File: src/fcsi_pkg.sv
// Package for the flash command and status interface.
// Holds register offsets, field layouts, reset values, command codes and state encodings.
package fcsi_pkg;

    localparam int ADDR_W = 8;

    localparam logic [ADDR_W-1:0] ADDR_MODE = 8'h60;
    localparam logic [ADDR_W-1:0] ADDR_CMD = 8'h64;
    localparam logic [ADDR_W-1:0] ADDR_STATUS = 8'h68;
    localparam logic [ADDR_W-1:0] ADDR_RESULT = 8'h6c;
    localparam logic [ADDR_W-1:0] ADDR_EVT = 8'h70;
    localparam logic [ADDR_W-1:0] ADDR_MASK = 8'h74;

    // Command word layout.
    localparam int KEY_LSB = 24;
    localparam int KEY_W = 8;
    localparam int ARG_LSB = 8;
    localparam int ARG_W = 16;
    localparam int CODE_W = 8;
    localparam logic [KEY_W-1:0] CMD_KEY = 8'h5a;

    // Status and event bit positions, shared by status, event and mask registers.
    localparam int ST_READY = 0;
    localparam int ST_CMDERR = 1;
    localparam int ST_LOCKERR = 2;
    localparam int ST_W = 3;
    localparam int MODE_IRQEN = 0;

    localparam logic READY_RESET = 1'b1;
    localparam logic [ST_W-1:0] FLAGS_RESET = 3'h0;

    typedef enum logic [CODE_W-1:0] {
        CMD_WP = 8'h12,
        CMD_WPL = 8'h22,
        CMD_EWP = 8'h32,
        CMD_EWPL = 8'h42,
        CMD_EA = 8'h13,
        CMD_SLB = 8'h14,
        CMD_CLB = 8'h24,
        CMD_GLB = 8'h15,
        CMD_SGPB = 8'h34,
        CMD_CGPB = 8'h44,
        CMD_GGPB = 8'h25,
        CMD_SSE = 8'h54,
        CMD_GSE = 8'h35,
        CMD_GVE = 8'h1e
    } fcsi_cmd_t;

    // Gray order along the path idle, busy, done.
    typedef enum logic [1:0] {
        ST_IDLE = 2'h0,
        ST_BUSY = 2'h1,
        ST_DONE = 2'h3
    } fcsi_state_t;

    typedef enum logic [1:0] {
        RES_LOCK = 2'h0,
        RES_GENERAL_PURPOSE_NV_BIT = 2'h1,
        RES_SEC = 2'h2,
        RES_VER = 2'h3
    } fcsi_res_t;

endpackage : fcsi_pkg

File: src/fcsi_controller.sv
// Flash command, status and result interface with an APB register slave.
// Assumes an APB master on sys_clk; flash array timing is modelled by a fixed busy count.
//
// Operation
// - Command needs key 0x5A in top byte
// - Wrong key discards write, starts nothing
// - Program and lock take argument as page
// - Argument is bit number or ignored
// - Ready bit low while busy, high idle
// - Ready with enable raises interrupt request
// - Bad code or key sets command error
// - Locked region program or erase: lock error
// - Status read or command write clears errors
// - Result words read out in sequence
// - Reads past result return zero
// - Mode bit 0 enables ready interrupt
// - Out-of-range bit number changes nothing
`timescale 1ns/1ns
`default_nettype none

module fcsi_controller #(
    parameter int LOCK_BITS = 16,
    parameter int GENERAL_PURPOSE_NV_BIT_BITS = 3,
    parameter int REGION_SHIFT = 5,
    parameter int OP_CYCLES = 64,
    // Arbitrary version value.
    parameter logic [31:0] VERSION = 32'h00000100
) (
    input wire logic sys_clk,
    input wire logic rst,
    input wire logic psel,
    input wire logic penable,
    input wire logic pwrite,
    input wire logic [fcsi_pkg::ADDR_W-1:0] paddr,
    input wire logic [31:0] pwdata,
    output logic [31:0] prdata,
    output logic pready,
    output logic pslverr,
    output logic irq
);
    localparam int LOCK_IW = $clog2(LOCK_BITS);
    localparam int GP_IW = $clog2(GENERAL_PURPOSE_NV_BIT_BITS);
    localparam logic [7:0] LOCK_WORDS = 8'((LOCK_BITS + 31) / 32);
    localparam logic [7:0] GP_WORDS = 8'((GENERAL_PURPOSE_NV_BIT_BITS + 31) / 32);
    localparam logic [7:0] ONE_WORD = 8'h01;
    localparam int CNT_W = $clog2(OP_CYCLES + 1);

    logic [31:0] prdata_q, prdata_d;
    logic pready_q, pready_d, pslverr_q, pslverr_d, irq_q, irq_d;
    logic ready_q, ready_d, cmdErr_q, cmdErr_d, lockErr_q, lockErr_d, modeIrqEn_q, modeIrqEn_d;
    logic [fcsi_pkg::ST_W-1:0] evt_q, evt_d, mask_q, mask_d, statusBits;
    fcsi_pkg::fcsi_state_t state_q, state_d;
    fcsi_pkg::fcsi_cmd_t opCode_q, opCode_d;
    fcsi_pkg::fcsi_res_t resSrc_q, resSrc_d;
    logic [fcsi_pkg::ARG_W-1:0] opArg_q, opArg_d;
    logic [CNT_W-1:0] cnt_q, cnt_d;
    logic [7:0] resIdx_q, resIdx_d, resWords_q, resWords_d;
    logic access, done, cmdWr, stRd, resRd, evtRd, keyOk, codeOk, start, cmdErrSet, lockErrSet;
    logic regionOk, gpOk, lockSet, lockClr, gpSet, gpClr, mapped;
    logic [LOCK_IW-1:0] regionIdx;
    logic [GP_IW-1:0] gpIdx;
    logic [LOCK_BITS-1:0] lockBits;
    logic [GENERAL_PURPOSE_NV_BIT_BITS-1:0] gpBits;
    logic [31:0] lockWord, gpWord, resWord, rdMux;

    function automatic logic validCode(input logic [fcsi_pkg::CODE_W-1:0] c);
        unique case (c)
            fcsi_pkg::CMD_WP, fcsi_pkg::CMD_WPL, fcsi_pkg::CMD_EWP, fcsi_pkg::CMD_EWPL, fcsi_pkg::CMD_EA,
            fcsi_pkg::CMD_SLB, fcsi_pkg::CMD_CLB, fcsi_pkg::CMD_GLB, fcsi_pkg::CMD_SGPB, fcsi_pkg::CMD_CGPB,
            fcsi_pkg::CMD_GGPB, fcsi_pkg::CMD_SSE, fcsi_pkg::CMD_GSE, fcsi_pkg::CMD_GVE: validCode = 1'b1;
            default: validCode = 1'b0;
        endcase
    endfunction : validCode

    // A transfer completes on the edge where the master sees pready high in its access phase.
    assign access = psel && penable;
    assign done = access && pready_q;
    assign cmdWr = done && pwrite && (paddr == fcsi_pkg::ADDR_CMD);
    assign stRd = done && !pwrite && (paddr == fcsi_pkg::ADDR_STATUS);
    assign resRd = done && !pwrite && (paddr == fcsi_pkg::ADDR_RESULT);
    assign evtRd = done && !pwrite && (paddr == fcsi_pkg::ADDR_EVT);
    assign keyOk = pwdata[fcsi_pkg::KEY_LSB +: fcsi_pkg::KEY_W] == fcsi_pkg::CMD_KEY;
    assign codeOk = validCode(pwdata[fcsi_pkg::CODE_W-1:0]);
    assign start = cmdWr && keyOk && codeOk && (state_q == fcsi_pkg::ST_IDLE);
    assign cmdErrSet = cmdWr && !(keyOk && codeOk);

    assign regionOk = (32'(opArg_q) >> REGION_SHIFT) < LOCK_BITS;
    assign regionIdx = LOCK_IW'(32'(opArg_q) >> REGION_SHIFT);
    assign gpOk = 32'(opArg_q) < GENERAL_PURPOSE_NV_BIT_BITS;
    // Security is general-purpose bit 0, whatever argument the command carried.
    assign gpIdx = (opCode_q == fcsi_pkg::CMD_SSE) ? '0 : GP_IW'(opArg_q);

    fcsi_bit_store #(.NBITS(LOCK_BITS), .IDX_W(LOCK_IW)) u_lockStore (
        .sys_clk(sys_clk),
        .rst(rst),
        .setEn(lockSet),
        .clrEn(lockClr),
        .bitIdx(regionIdx),
        .rdIdx(resIdx_q),
        .bits(lockBits),
        .rdWord(lockWord)
    );

    fcsi_bit_store #(.NBITS(GENERAL_PURPOSE_NV_BIT_BITS), .IDX_W(GP_IW)) u_gpStore (
        .sys_clk(sys_clk),
        .rst(rst),
        .setEn(gpSet),
        .clrEn(gpClr),
        .bitIdx(gpIdx),
        .rdIdx(resIdx_q),
        .bits(gpBits),
        .rdWord(gpWord)
    );

    // Operation sequencer and result pointer.
    always_comb begin
        state_d = state_q;
        opCode_d = opCode_q;
        opArg_d = opArg_q;
        cnt_d = cnt_q;
        ready_d = ready_q;
        resSrc_d = resSrc_q;
        resWords_d = resWords_q;
        resIdx_d = resIdx_q;
        lockErrSet = 1'b0;
        lockSet = 1'b0;
        lockClr = 1'b0;
        gpSet = 1'b0;
        gpClr = 1'b0;
        if (resRd && (resIdx_q < resWords_q)) begin
            resIdx_d = resIdx_q + ONE_WORD;
        end
        unique case (state_q)
            fcsi_pkg::ST_IDLE: begin
                if (start) begin
                    opCode_d = fcsi_pkg::fcsi_cmd_t'(pwdata[fcsi_pkg::CODE_W-1:0]);
                    opArg_d = pwdata[fcsi_pkg::ARG_LSB +: fcsi_pkg::ARG_W];
                    cnt_d = CNT_W'(OP_CYCLES - 1);
                    ready_d = 1'b0;
                    state_d = fcsi_pkg::ST_BUSY;
                end
            end
            fcsi_pkg::ST_BUSY: begin
                if (cnt_q == '0) begin
                    state_d = fcsi_pkg::ST_DONE;
                end else begin
                    cnt_d = cnt_q - CNT_W'(1);
                end
            end
            fcsi_pkg::ST_DONE: begin
                state_d = fcsi_pkg::ST_IDLE;
                ready_d = 1'b1;
                resIdx_d = '0;
                resWords_d = '0;
                unique case (opCode_q)
                    fcsi_pkg::CMD_WP, fcsi_pkg::CMD_EWP, fcsi_pkg::CMD_WPL, fcsi_pkg::CMD_EWPL: begin
                        lockErrSet = regionOk && lockBits[regionIdx];
                        lockSet = regionOk && (opCode_q == fcsi_pkg::CMD_WPL || opCode_q == fcsi_pkg::CMD_EWPL);
                    end
                    fcsi_pkg::CMD_EA: lockErrSet = |lockBits;
                    fcsi_pkg::CMD_SLB: lockSet = regionOk;
                    fcsi_pkg::CMD_CLB: lockClr = regionOk;
                    fcsi_pkg::CMD_SGPB: gpSet = gpOk;
                    fcsi_pkg::CMD_CGPB: gpClr = gpOk;
                    fcsi_pkg::CMD_SSE: gpSet = 1'b1;
                    fcsi_pkg::CMD_GLB: begin
                        resSrc_d = fcsi_pkg::RES_LOCK;
                        resWords_d = LOCK_WORDS;
                    end
                    fcsi_pkg::CMD_GGPB: begin
                        resSrc_d = fcsi_pkg::RES_GENERAL_PURPOSE_NV_BIT;
                        resWords_d = GP_WORDS;
                    end
                    fcsi_pkg::CMD_GSE: begin
                        resSrc_d = fcsi_pkg::RES_SEC;
                        resWords_d = ONE_WORD;
                    end
                    fcsi_pkg::CMD_GVE: begin
                        resSrc_d = fcsi_pkg::RES_VER;
                        resWords_d = ONE_WORD;
                    end
                    default: begin
                    end
                endcase
            end
            default: state_d = fcsi_pkg::ST_IDLE;
        endcase
    end

    // Status flags, sticky events, mode and mask. Clears only drop bits the read actually returned,
    // so an event landing during the read's wait cycle survives until the next read.
    always_comb begin
        cmdErr_d = cmdErr_q;
        lockErr_d = lockErr_q;
        evt_d = evt_q;
        modeIrqEn_d = modeIrqEn_q;
        mask_d = mask_q;
        if (cmdWr || (stRd && prdata_q[fcsi_pkg::ST_CMDERR])) begin
            cmdErr_d = 1'b0;
        end
        if (cmdWr || (stRd && prdata_q[fcsi_pkg::ST_LOCKERR])) begin
            lockErr_d = 1'b0;
        end
        if (evtRd) begin
            evt_d = evt_q & ~prdata_q[fcsi_pkg::ST_W-1:0];
        end
        if (cmdErrSet) begin
            cmdErr_d = 1'b1;
            evt_d[fcsi_pkg::ST_CMDERR] = 1'b1;
        end
        if (lockErrSet) begin
            lockErr_d = 1'b1;
            evt_d[fcsi_pkg::ST_LOCKERR] = 1'b1;
        end
        if (ready_d && !ready_q) begin
            evt_d[fcsi_pkg::ST_READY] = 1'b1;
        end
        if (done && pwrite && paddr == fcsi_pkg::ADDR_MODE) begin
            modeIrqEn_d = pwdata[fcsi_pkg::MODE_IRQEN];
        end
        if (done && pwrite && paddr == fcsi_pkg::ADDR_MASK) begin
            mask_d = pwdata[fcsi_pkg::ST_W-1:0];
        end
        irq_d = (ready_d && modeIrqEn_d) || |(evt_d & mask_d);
    end

    always_comb begin
        statusBits = '0;
        statusBits[fcsi_pkg::ST_READY] = ready_q;
        statusBits[fcsi_pkg::ST_CMDERR] = cmdErr_q;
        statusBits[fcsi_pkg::ST_LOCKERR] = lockErr_q;
        resWord = '0;
        if (resIdx_q < resWords_q) begin
            unique case (resSrc_q)
                fcsi_pkg::RES_LOCK: resWord = lockWord;
                fcsi_pkg::RES_GENERAL_PURPOSE_NV_BIT: resWord = gpWord;
                fcsi_pkg::RES_SEC: resWord = 32'(gpBits[0]);
                fcsi_pkg::RES_VER: resWord = VERSION;
            endcase
        end
        mapped = 1'b1;
        unique case (paddr)
            fcsi_pkg::ADDR_MODE: rdMux = 32'(modeIrqEn_q);
            fcsi_pkg::ADDR_STATUS: rdMux = 32'(statusBits);
            fcsi_pkg::ADDR_RESULT: rdMux = resWord;
            fcsi_pkg::ADDR_EVT: rdMux = 32'(evt_q);
            fcsi_pkg::ADDR_MASK: rdMux = 32'(mask_q);
            fcsi_pkg::ADDR_CMD: rdMux = '0;
            default: begin
                rdMux = '0;
                mapped = 1'b0;
            end
        endcase
    end

    // One wait cycle: read data is captured in the first access cycle and presented with pready.
    always_comb begin
        pready_d = access && !pready_q;
        pslverr_d = 1'b0;
        prdata_d = prdata_q;
        if (access && !pready_q) begin
            pslverr_d = !mapped;
            prdata_d = pwrite ? '0 : rdMux;
        end
    end

    always_ff @(posedge sys_clk or posedge rst) begin
        if (rst) begin
            prdata_q <= '0;
            pready_q <= 1'b0;
            pslverr_q <= 1'b0;
            irq_q <= 1'b0;
            ready_q <= fcsi_pkg::READY_RESET;
            cmdErr_q <= 1'b0;
            lockErr_q <= 1'b0;
            evt_q <= fcsi_pkg::FLAGS_RESET;
            mask_q <= fcsi_pkg::FLAGS_RESET;
            modeIrqEn_q <= 1'b0;
            state_q <= fcsi_pkg::ST_IDLE;
            opCode_q <= fcsi_pkg::CMD_GVE;
            opArg_q <= '0;
            cnt_q <= '0;
            resSrc_q <= fcsi_pkg::RES_LOCK;
            resWords_q <= '0;
            resIdx_q <= '0;
        end else begin
            prdata_q <= prdata_d;
            pready_q <= pready_d;
            pslverr_q <= pslverr_d;
            irq_q <= irq_d;
            ready_q <= ready_d;
            cmdErr_q <= cmdErr_d;
            lockErr_q <= lockErr_d;
            evt_q <= evt_d;
            mask_q <= mask_d;
            modeIrqEn_q <= modeIrqEn_d;
            state_q <= state_d;
            opCode_q <= opCode_d;
            opArg_q <= opArg_d;
            cnt_q <= cnt_d;
            resSrc_q <= resSrc_d;
            resWords_q <= resWords_d;
            resIdx_q <= resIdx_d;
        end
    end

    assign prdata = prdata_q;
    assign pready = pready_q;
    assign pslverr = pslverr_q;
    assign irq = irq_q;
endmodule : fcsi_controller
`default_nettype wire

File: src/fcsi_bit_store.sv
// Bit store for lock bits or general-purpose nonvolatile bits.
// Assumes single-bit set or clear requests; read word comes out of a register one cycle after its index.
`timescale 1ns/1ns
`default_nettype none

module fcsi_bit_store #(
    parameter int NBITS = 16,
    parameter int IDX_W = 4
) (
    input wire logic sys_clk,
    input wire logic rst,
    input wire logic setEn,
    input wire logic clrEn,
    input wire logic [IDX_W-1:0] bitIdx,
    input wire logic [7:0] rdIdx,
    output logic [NBITS-1:0] bits,
    output logic [31:0] rdWord
);
    localparam int NWORDS = (NBITS + 31) / 32;

    logic [NBITS-1:0] bits_q, bits_d;
    logic [31:0] rdWord_q, rdWord_d;
    logic [NWORDS*32-1:0] padded;

    for (genvar i = 0; i < NBITS; i++) begin : g_bit
        always_comb begin
            bits_d[i] = bits_q[i];
            if (bitIdx == IDX_W'(i)) begin
                if (setEn) begin
                    bits_d[i] = 1'b1;
                end else if (clrEn) begin
                    bits_d[i] = 1'b0;
                end
            end
        end
    end

    always_comb begin
        padded = '0;
        padded[NBITS-1:0] = bits_q;
        rdWord_d = '0;
        if (32'(rdIdx) < NWORDS) begin
            rdWord_d = padded[32'(rdIdx) * 32 +: 32];
        end
    end

    always_ff @(posedge sys_clk or posedge rst) begin
        if (rst) begin
            bits_q <= '0;
            rdWord_q <= '0;
        end else begin
            bits_q <= bits_d;
            rdWord_q <= rdWord_d;
        end
    end

    assign bits = bits_q;
    assign rdWord = rdWord_q;

endmodule : fcsi_bit_store
`default_nettype wire

File: config.mk
export PLATFORM = sky130hd
export DESIGN_NAME = fcsi_controller
export DESIGN_NICKNAME = d
export VERILOG_FILES = /design/src/fcsi_pkg.sv /design/src/fcsi_controller.sv /design/src/fcsi_bit_store.sv
export SDC_FILE = /design/constraint.sdc
export NUM_CORES = 1
export LEC_CHECK = 0
export BUFFER_PORTS_ARGS = -buffer_cell sky130_fd_sc_hd__buf_2
export CORE_ASPECT_RATIO = 2
export CORE_UTILIZATION = 51
export CTS_CLUSTER_DIAMETER = 120
export DETAILED_ROUTE_END_ITERATION = 8
export PLACE_DENSITY = 0.71
export SLEW_MARGIN = 20
export SYNTH_ARGS = -nofsm -noshare
export SYNTH_HDL_FRONTEND = slang
export SYNTH_SLANG_ARGS = --single-unit
File: constraint.sdc
create_clock -name sys_clk -period 6.26 [get_ports sys_clk]
set_input_delay 1.252 -clock sys_clk [delete_from_list [all_inputs] [get_ports sys_clk]]
set_output_delay 1.252 -clock sys_clk [all_outputs]
set_load 0.02 [all_outputs]
== Word-level counts from Yosys, hierarchy flattened ==
Cells that the tools add are included.
Cells by class
  $add $sub $neg: 2
  multiply operators: 0
  div/mod/pow operators: 0
  $lt $le $gt $ge: 5
  equal/unequal tests: 60
  shift operators: 2
  multiplexer cells: 48
  bitwise gates (word level): 3
  reduce and logical (&&, ||, !) cells: 73
Operators with widths (number)
  $pmux 32 s5: 1
  $mux 32: 4
  $pmux 32 s4: 1
  $eq 8x7->1 const B: 13
  $eq 8x6->1 const B: 12
  $eq 8x5->1 const B: 10
  $shiftx 32x14->32: 2
  $reduce_and 2->1: 22
  $eq 4x4->1 const B: 8
  $mux 1: 25
  $logic_and 1x1->1: 23
  $eq 4x3->1 const B: 4
  $lt 16x2->1 const B: 1
  $mux 8: 2
  $reduce_or 16->1: 1
  $mux 7: 2
  $pmux 7 s2: 1
  $reduce_or 14->1: 1
  $reduce_bool 2->1: 6
  $lt 11x5->1 const B: 1
  $add 8x1->8 const B: 1
  $eq 2x2->1 const B: 4
  $eq 4x2->1 const B: 2
  $lt 8x1->1 const B: 1
  other kinds (24): 45
Storage, ports and cells
  register bits after elaboration: 179
  bits in latches: 0
  memory bits (writable): 0
  ROM bits: 0
  bits of input ports: 45
  output and inout port bits: 35
  memories kept: 0

== Longest topological paths before layout ==
Gate-level depths: netlist (run 1).
  word-level depth: 14
  mapped depth: 8
  mapped depth without buffers: 8

== Modules after synthesis ==
A second synthesis (run 1) with hierarchy kept.
Unflattened totals
  cells, all modules: 615
  area total of the unflattened synthesis: 6605.1 µm²
Modules (own cells, without submodules)
  fcsi_controller: instances 1, cells each 445, area an instance 4709.5 µm², sequential area each 2233.4 µm²
  fcsi_bit_store at u_lockStore: instances 1, cells each 116, area an instance 1393.8 µm², sequential area each 800.8 µm²
  fcsi_bit_store at u_gpStore: instances 1, cells each 54, area an instance 501.7 µm², sequential area each 150.1 µm²

== Worst setup path after synthesis (run 1) ==
Ideal clock, no wire load.
  kind: input to register
  start: in pwdata[0]
  end: reg cnt_q[3]
  data arrival time: 2955 ps
  setup slack: 3179 ps
  cell stages on the path: 5
  cells stage by stage: or4_4 > a2111oi_4 > a21boi_2 > o41a_1 > o32a_1
On the way
  cells in the longest elaborated chain, start to end: 7
  elaborated cells between the ends (all ways): 20
Ends and longest elaborated chain
  start: declaration: RTL line fcsi_controller.sv:35  | input wire logic [31:0] pwdata,
  $eq 8x5->1 (tied with other cells): RTL line fcsi_controller.sv:67  | unique case (c)
  $reduce_or 14->1 *: RTL line fcsi_controller.sv:67
  $mux 1 *: RTL line fcsi_controller.sv:67
  $logic_and 1x1->1 * (2 in a row): RTL line fcsi_controller.sv:84  | assign start = cmdWr && keyOk && codeOk && (state_q == fcsi_pkg::ST_IDLE);
  $ne 2x2->1 (no line) *
  $reduce_and 3->1 (no line) *
  end signal: assignment: RTL line fcsi_controller.sv:300  | cnt_q <= cnt_d;
  end: declaration: RTL line fcsi_controller.sv:56  | logic [CNT_W-1:0] cnt_q, cnt_d;
Mark *: on every way between the ends. The rest lies on a longest branch, timed or not.
A chain may end at the register's enable or synchronous reset.

== Worst setup path in the final report (run 1) ==
Same ends and word-level chain as after synthesis.

==> results of run 1 <==
## metrics by stage
stage          cell area (µm²)  power, µW  instances
2_1_floorplan             5560        760        483
3_3_place_gp              5930        783        667
3_5_place_dp              5930        785        667
4_1_cts                   6240       1380        683
5_1_grt                   6250       1420        683
6_report                  6250       1360        683
## worst paths after layout
kind	endpoint	slack (ns)
setup / recovery	cnt_q[3]	3.12
hold / removal	prdata[12]	0.47
setup reg to reg	prdata[10]	3.65
hold reg to reg	prdata[12]	0.47
max in group asynchronous	opCode_q[4]	4.12
min in group asynchronous	u_lockStore.bits[6]	1.11
## state kept, by name, summed over array words and instances, names as in the netlist
name and count:
u_gpStore.rdWord 3, evt_q 3, modeIrqEn_q 1, lockErr_q 1, u_lockStore.rdWord 16, pslverr 1
pready 1, irq 1, opArg_q 16, u_lockStore.bits 16, ready_q 1, state_q 2
prdata 17, opCode_q 8, resIdx_q 8, cmdErr_q 1, resSrc_q 2, cnt_q 7
u_gpStore.bits 3, resWords_q 1, mask_q 3
## kinds of logic after synthesis
logic type | Yosys count | share of synthesized area
compound gates | 81 | 0.112
xor+xnor | 2 | 0.00315
fa+ha+maj | 7 | 0.0157
buf+inv | 57 | 0.0533
flops | 112 | 0.505
mux | 54 | 0.129
simple gates | 170 | 0.182
## power groups by stage
| stage | Sequential [µW] | Combinational (µW) | Clock (µW) |
|---|---|---|---|
| after global placement | 739 | 44.9 | 0 |
| after detailed placement | 739 | 46.3 | 0 |
| final | 724 | 45.1 | 594 |
| after floorplan | 740 | 20.7 | 0 |
| after global routing | 725 | 52.1 | 645 |
| after CTS | 724 | 46.3 | 606 |
## final cells by class
type,instances,area share
multi-input cells,314,0.394
clock inverters,7,0.0136
clock buffers,9,0.0360
inverters,24,0.0148
flip-flops and latches,112,0.449
repair buffers,80,0.0645
well taps,137,0.0274
## worst reg2reg max path: stages (launching register included)
cell	delay, ns
dfrtp_1	0.41
nor4_1	0.37
nand2_1	0.15
nor4_1	0.55
and2_1	0.26
nor4b_4	0.58
a22o_1	0.23
## placed cells by master, fill, tap and decap left out, types with 5 or more instances in the layout
master     count
nand4_1        8
nor4b_1        5
nor2b_1       10
a21oi_1        8
mux2_4        19
nor4_1        14
nand2b_1       9
nor3b_1        5
clkbuf_16      9
a22o_1        15
and2_1        25
ha_1           7
mux2i_1        6
buf_2         79
nand2_1       26
mux2_2        22
o21ai_0       19
nor3_1        14
inv_1         23
nor2_1        19
dfrtp_1      107
dfstp_2        5
nand3_1       11
## routing by layer
layer | GRT usage | vias up | share of wire
met2 | 0.370 | 88 | 0.55
li1 | - | 1864 | -
met3 | 0.0397 | 20 | 0.027
met5 | 0 | - | 0
met4 | 0.0917 | 0 | 0.026
met1 | 0.247 | 1921 | 0.40
==> summary.txt, run 1 <==
Synthesized cell area: 5560 µm²
Gate power share: 0.033
GPL Wtd Cong: 0.850
Synth async-reset ratio: 1.00
Post-synthesis cell type count: 72
Top cell type's share of synthesized area: 0.481
Hold Path Stages: 1
Iteration-0 DRC Markers: 167
Sequential Power Share: 0.531
Synth area leaders: dfrtp_1, mux2_4, mux2_2, and2_1, a22o_1
ANT cells: 0
Startpoint types: input pin
Kind of critical path: input pin to flip-flop
Fin crit share: 0.502
Rows: 53
Place WS: 2.51 ns
CP bufs+invs: 1
Ports: 80
Worst slew margin: 0.373
Worst EP required: 6.50 ns
Layout cells sized above 1: 0.299
Root Buffer: clkbuf_16
Die X: 75.8 µm
Total GRT Usage: 0.213
Final Max Slew Viols: 0
CP max FO: 12
Worst reg2reg startpoint: resIdx_q[1]
Seq/Total Area, Yosys: 0.505
R2r worst-path depth: 6
Routed WL: 10,900 µm
Vias in the first global route: 3,870
Nets: 593
CTS sink cnt: 112
Internal power: 1060 µW
Die Y-Extent: 150 µm
Dominant cell by count in the synthesized netlist: dfrtp_1
Final setup vio count: 0
CP arrival: 3.38 ns
Avg Inst Size Synth: 11.5 µm²
Worst hold margin: 0.470 ns
Max Clock Freq: 318 MHz
Area grow syn2layout: 12.4%
Number of buffers added for setup after CTS: 0
Vias: 3,893
Switching portion of total power: 0.224
DRC: 0
First-pass GRT wire length: 18,200 µm
Fin crit period: 3.14 ns
Initial antenna violation count: 0
CP Launch Point: pwdata[0]
Buffers on Ports: 79
Reg clk slew, reported paths: 0.08 ns
Detailed Routing Iterations Pass 1: 7
H-Tree Depth: 3
Clk pwr share: 0.436
Multi-input logic area: 2460 µm²
Slowest CP cell: or4_4
PostCTS Resize Cnt: 0
Die area: 11,400 µm²
RSZ-0062 raised after global routing: false
Clock latency at the later pin of the worst-skew pair: 0.35 ns
Core region area: 10,500 µm²
Clk buf depth: 2
PD cells: 218 nW/µm²
Status: finished clean
Commonest cells post-synth: dfrtp_1, nand2_1, and2_1
Crit path max-delay family: compound AO/OA/AOI/OAI gates
Crit. End Element: flip-flop
Vias per cell: 5.70
Largest net degree at the start of global routing: 80
Final hold vios: 0
Total congestion overflow: 0
Cells after Synth: 483
Final HPWL DP: 8170 µm
Critical-path cell list: buf_2 > or4_4 > a2111oi_4 > a21boi_2 > o41a_1 > o32a_1
Initial core utilization: 0.527
Final Skew: 0.00861 ns
TNS Setup: 0 ns
Pleak: 0.00309 µW
Psw: 305 µW
Final worst setup slack: 3.12 ns
Yosys reg bits: 112
TritonCTS clock tree: done
Syn nets: 535
Worst slew pin tran: 0.941 ns
CTS Buf Count: 9
Worst Hold Launch: u_lockStore.rdWord[12]
DR WL/cell: 16.0 µm
Path length in cells of the critical path: 6
VDD IR max: 0.149 mV
EDFF count, synth: 0
FILL cells: 874
Worst path max stage delay: 0.55 ns
Detail Route Antenna Nets: 0
Top FF cell, synth: dfrtp_1
Cell taking the most area after synthesis: dfrtp_1
Syn. warnings: 0
Seq. cell area: 2810 µm²
HP Class: flip-flop to flip-flop
Final Util: 0.593
Post-CTS Hold Fix Bufs: 0
Max-cap violations: 0
Note: power is estimated with default switching activity, not from simulation.
==> inputs of run 2 (changes only) <==
==> constraint.sdc (replaced) <==
create_clock -name sys_clk -period 2.9 [get_ports sys_clk]
set_input_delay 0.58 -clock sys_clk [delete_from_list [all_inputs] [get_ports sys_clk]]
set_output_delay 0.58 -clock sys_clk [all_outputs]
set_load 0.02 [all_outputs]
==> run 2 against run 1 <==
  * Clock skew grew 0.0014 ns
  * Worst setup slack lost 2.8 ns
  * Sequential share of layout area shrank 0.63 points
  * Final cell count grew 1.2%
  * Non-clock buffer count grew 8
  * Global-route usage grew 0.51 points
  * Register-to-register slack lost 3.3 ns
  * Largest power group unchanged
==> summary.txt, run 2 (same netlist as run 1, synthesis figures left out) <==
Status: finished clean
Max Clock Freq: 389 MHz
Root Buffer: clkbuf_16
CTS sink cnt: 112
Crit. End Element: flip-flop
Max-cap violations: 0
Vias: 3,972
Worst EP required: 3.13 ns
Internal power: 2370 µW
DR WL/cell: 16.2 µm
Fin crit share: 0.886
Reg2reg end: u_lockStore.bits[3]
DRC: 0
Final setup vio count: 0
CP max FO: 16
RSZ-0062 raised after global routing: false
Clk buf depth: 2
Psw: 640 µW
Final Max Slew Viols: 0
Die X: 75.8 µm
Nets: 601
CTS Buf Count: 9
CP arrival: 2.80 ns
Fin crit period: 2.57 ns
Place WS: 0.148 ns
Buffers on Ports: 79
Internal reg-to-reg setup slack: 0.33 ns
ANT cells: 0
Area grow syn2layout: 14.0%
Iteration-0 DRC Markers: 183
Clk pwr share: 0.446
Switching portion of total power: 0.213
Die Y-Extent: 150 µm
Startpoint types: flip-flop
TNS Setup: 0 ns
R2r worst-path depth: 6
Initial core utilization: 0.527
Die area: 11,400 µm²
Final worst setup slack: 0.332 ns
Vias in the first global route: 4,013
Cells after DPL: 675
Reg clk slew, reported paths: 0.07 ns
VDD IR max: 0.286 mV
Rows: 53
TritonCTS clock tree: done
Total GRT Usage: 0.218
Largest net degree at the start of global routing: 113
Final Skew: 0.00999 ns
Detailed Routing Iterations Pass 1: 4
Layout cells sized above 1: 0.310
Clock latency at the later pin of the worst-skew pair: 0.35 ns
Most common cell after layout, fill and taps aside: dfrtp_1
GPL Wtd Cong: 0.803
First-pass GRT wire length: 18,700 µm
Initial antenna violation count: 0
PD cells: 474 nW/µm²
Worst hold margin: 0.363 ns
Gate power share: 0.033
HP Class: input pin to asynchronous set/reset pin
Routed WL: 11,200 µm
Worst slew margin: 0.519
Sequential Power Share: 0.520
Power Total: 3010 µW
Core region area: 10,500 µm²
Cell Count, Final, Fillers Out: 691
Ports: 80
Max reg flops: 17
Kind of critical path: flip-flop to flip-flop
Commonest non-fill, non-tap cells in the layout: dfrtp_1, buf_2, nand2_1, and2_1, inv_1
Final hold vios: 0
Pleak: 0.00314 µW
Total congestion overflow: 0
H-Tree Depth: 3
Worst slew pin tran: 0.721 ns
Number of buffers added for setup after CTS: 0
Vias per cell: 5.75
Final HPWL DP: 8260 µm
Worst reg2reg startpoint: opArg_q[12]
Detail Route Antenna Nets: 0
[run 2: cell type report]
class,count,area [µm²]
tap,137,171
inverter,24,93.8
fill,858,4200
multi-input combinational,314,2460
timing repair buffer,88,475
sequential,112,2810
clock inverter,7,103
clock buffer,9,225
[run 2: critical path, stage by stage (launching register included)]
cell and delay (ns):
dfrtp_1 0.39, or4_4 0.55, nor4_4 0.25, nor3b_2 0.30
o21ai_2 0.26, nor4_1 0.33, mux2_2 0.38
[run 2: stage by stage]
stage,utilization,cell area (µm²)
global route,0.601,6340
detailed placement,0.570,6010
finish,0.601,6340
CTS,0.601,6330
global placement,0.570,6010
floorplan,-,5570
[run 2: repair_timing]
action / in CTS / in global routing
endpoints found under the setup margin: 0 / 2
gates resized for setup: 0 / 1
hold buffers: 0 / 0
[run 2: worst max-delay path by stage]
stage / startpoint / endpoint / slack, ns / depth (start not counted)
final: opArg_q[12] / u_lockStore.bits[3] / 0.33 / 6
after global routing: opCode_q[1] / u_lockStore.bits[2] / 0.04 / 6
after CTS: opCode_q[2] / u_lockStore.bits[3] / 0.31 / 5
after detailed placement: pwdata[0] / opArg_q[11] / 0.15 / 6
after global placement: pwdata[0] / opArg_q[7] / 0.21 / 6
after floorplan: pwdata[0] / cnt_q[3] / 0.49 / 5
[run 2: power groups by stage]
stage | clock network, µW | registers, µW | logic (µW)
final | 1340 | 1560 | 100
after global routing | 1440 | 1560 | 116
after CTS | 1370 | 1560 | 103
after detailed placement | 0 | 1590 | 104
after global placement | 0 | 1590 | 101
after floorplan | 0 | 1600 | 45.1
[run 2: metal layers]
metal / vias up / GRT usage / share of wire
li1: 1879 / - / -
met1: 1968 / 0.251 / 0.39
met2: 93 / 0.375 / 0.55
met3: 32 / 0.0364 / 0.026
met4: 0 / 0.114 / 0.034
met5: - / 0 / 0
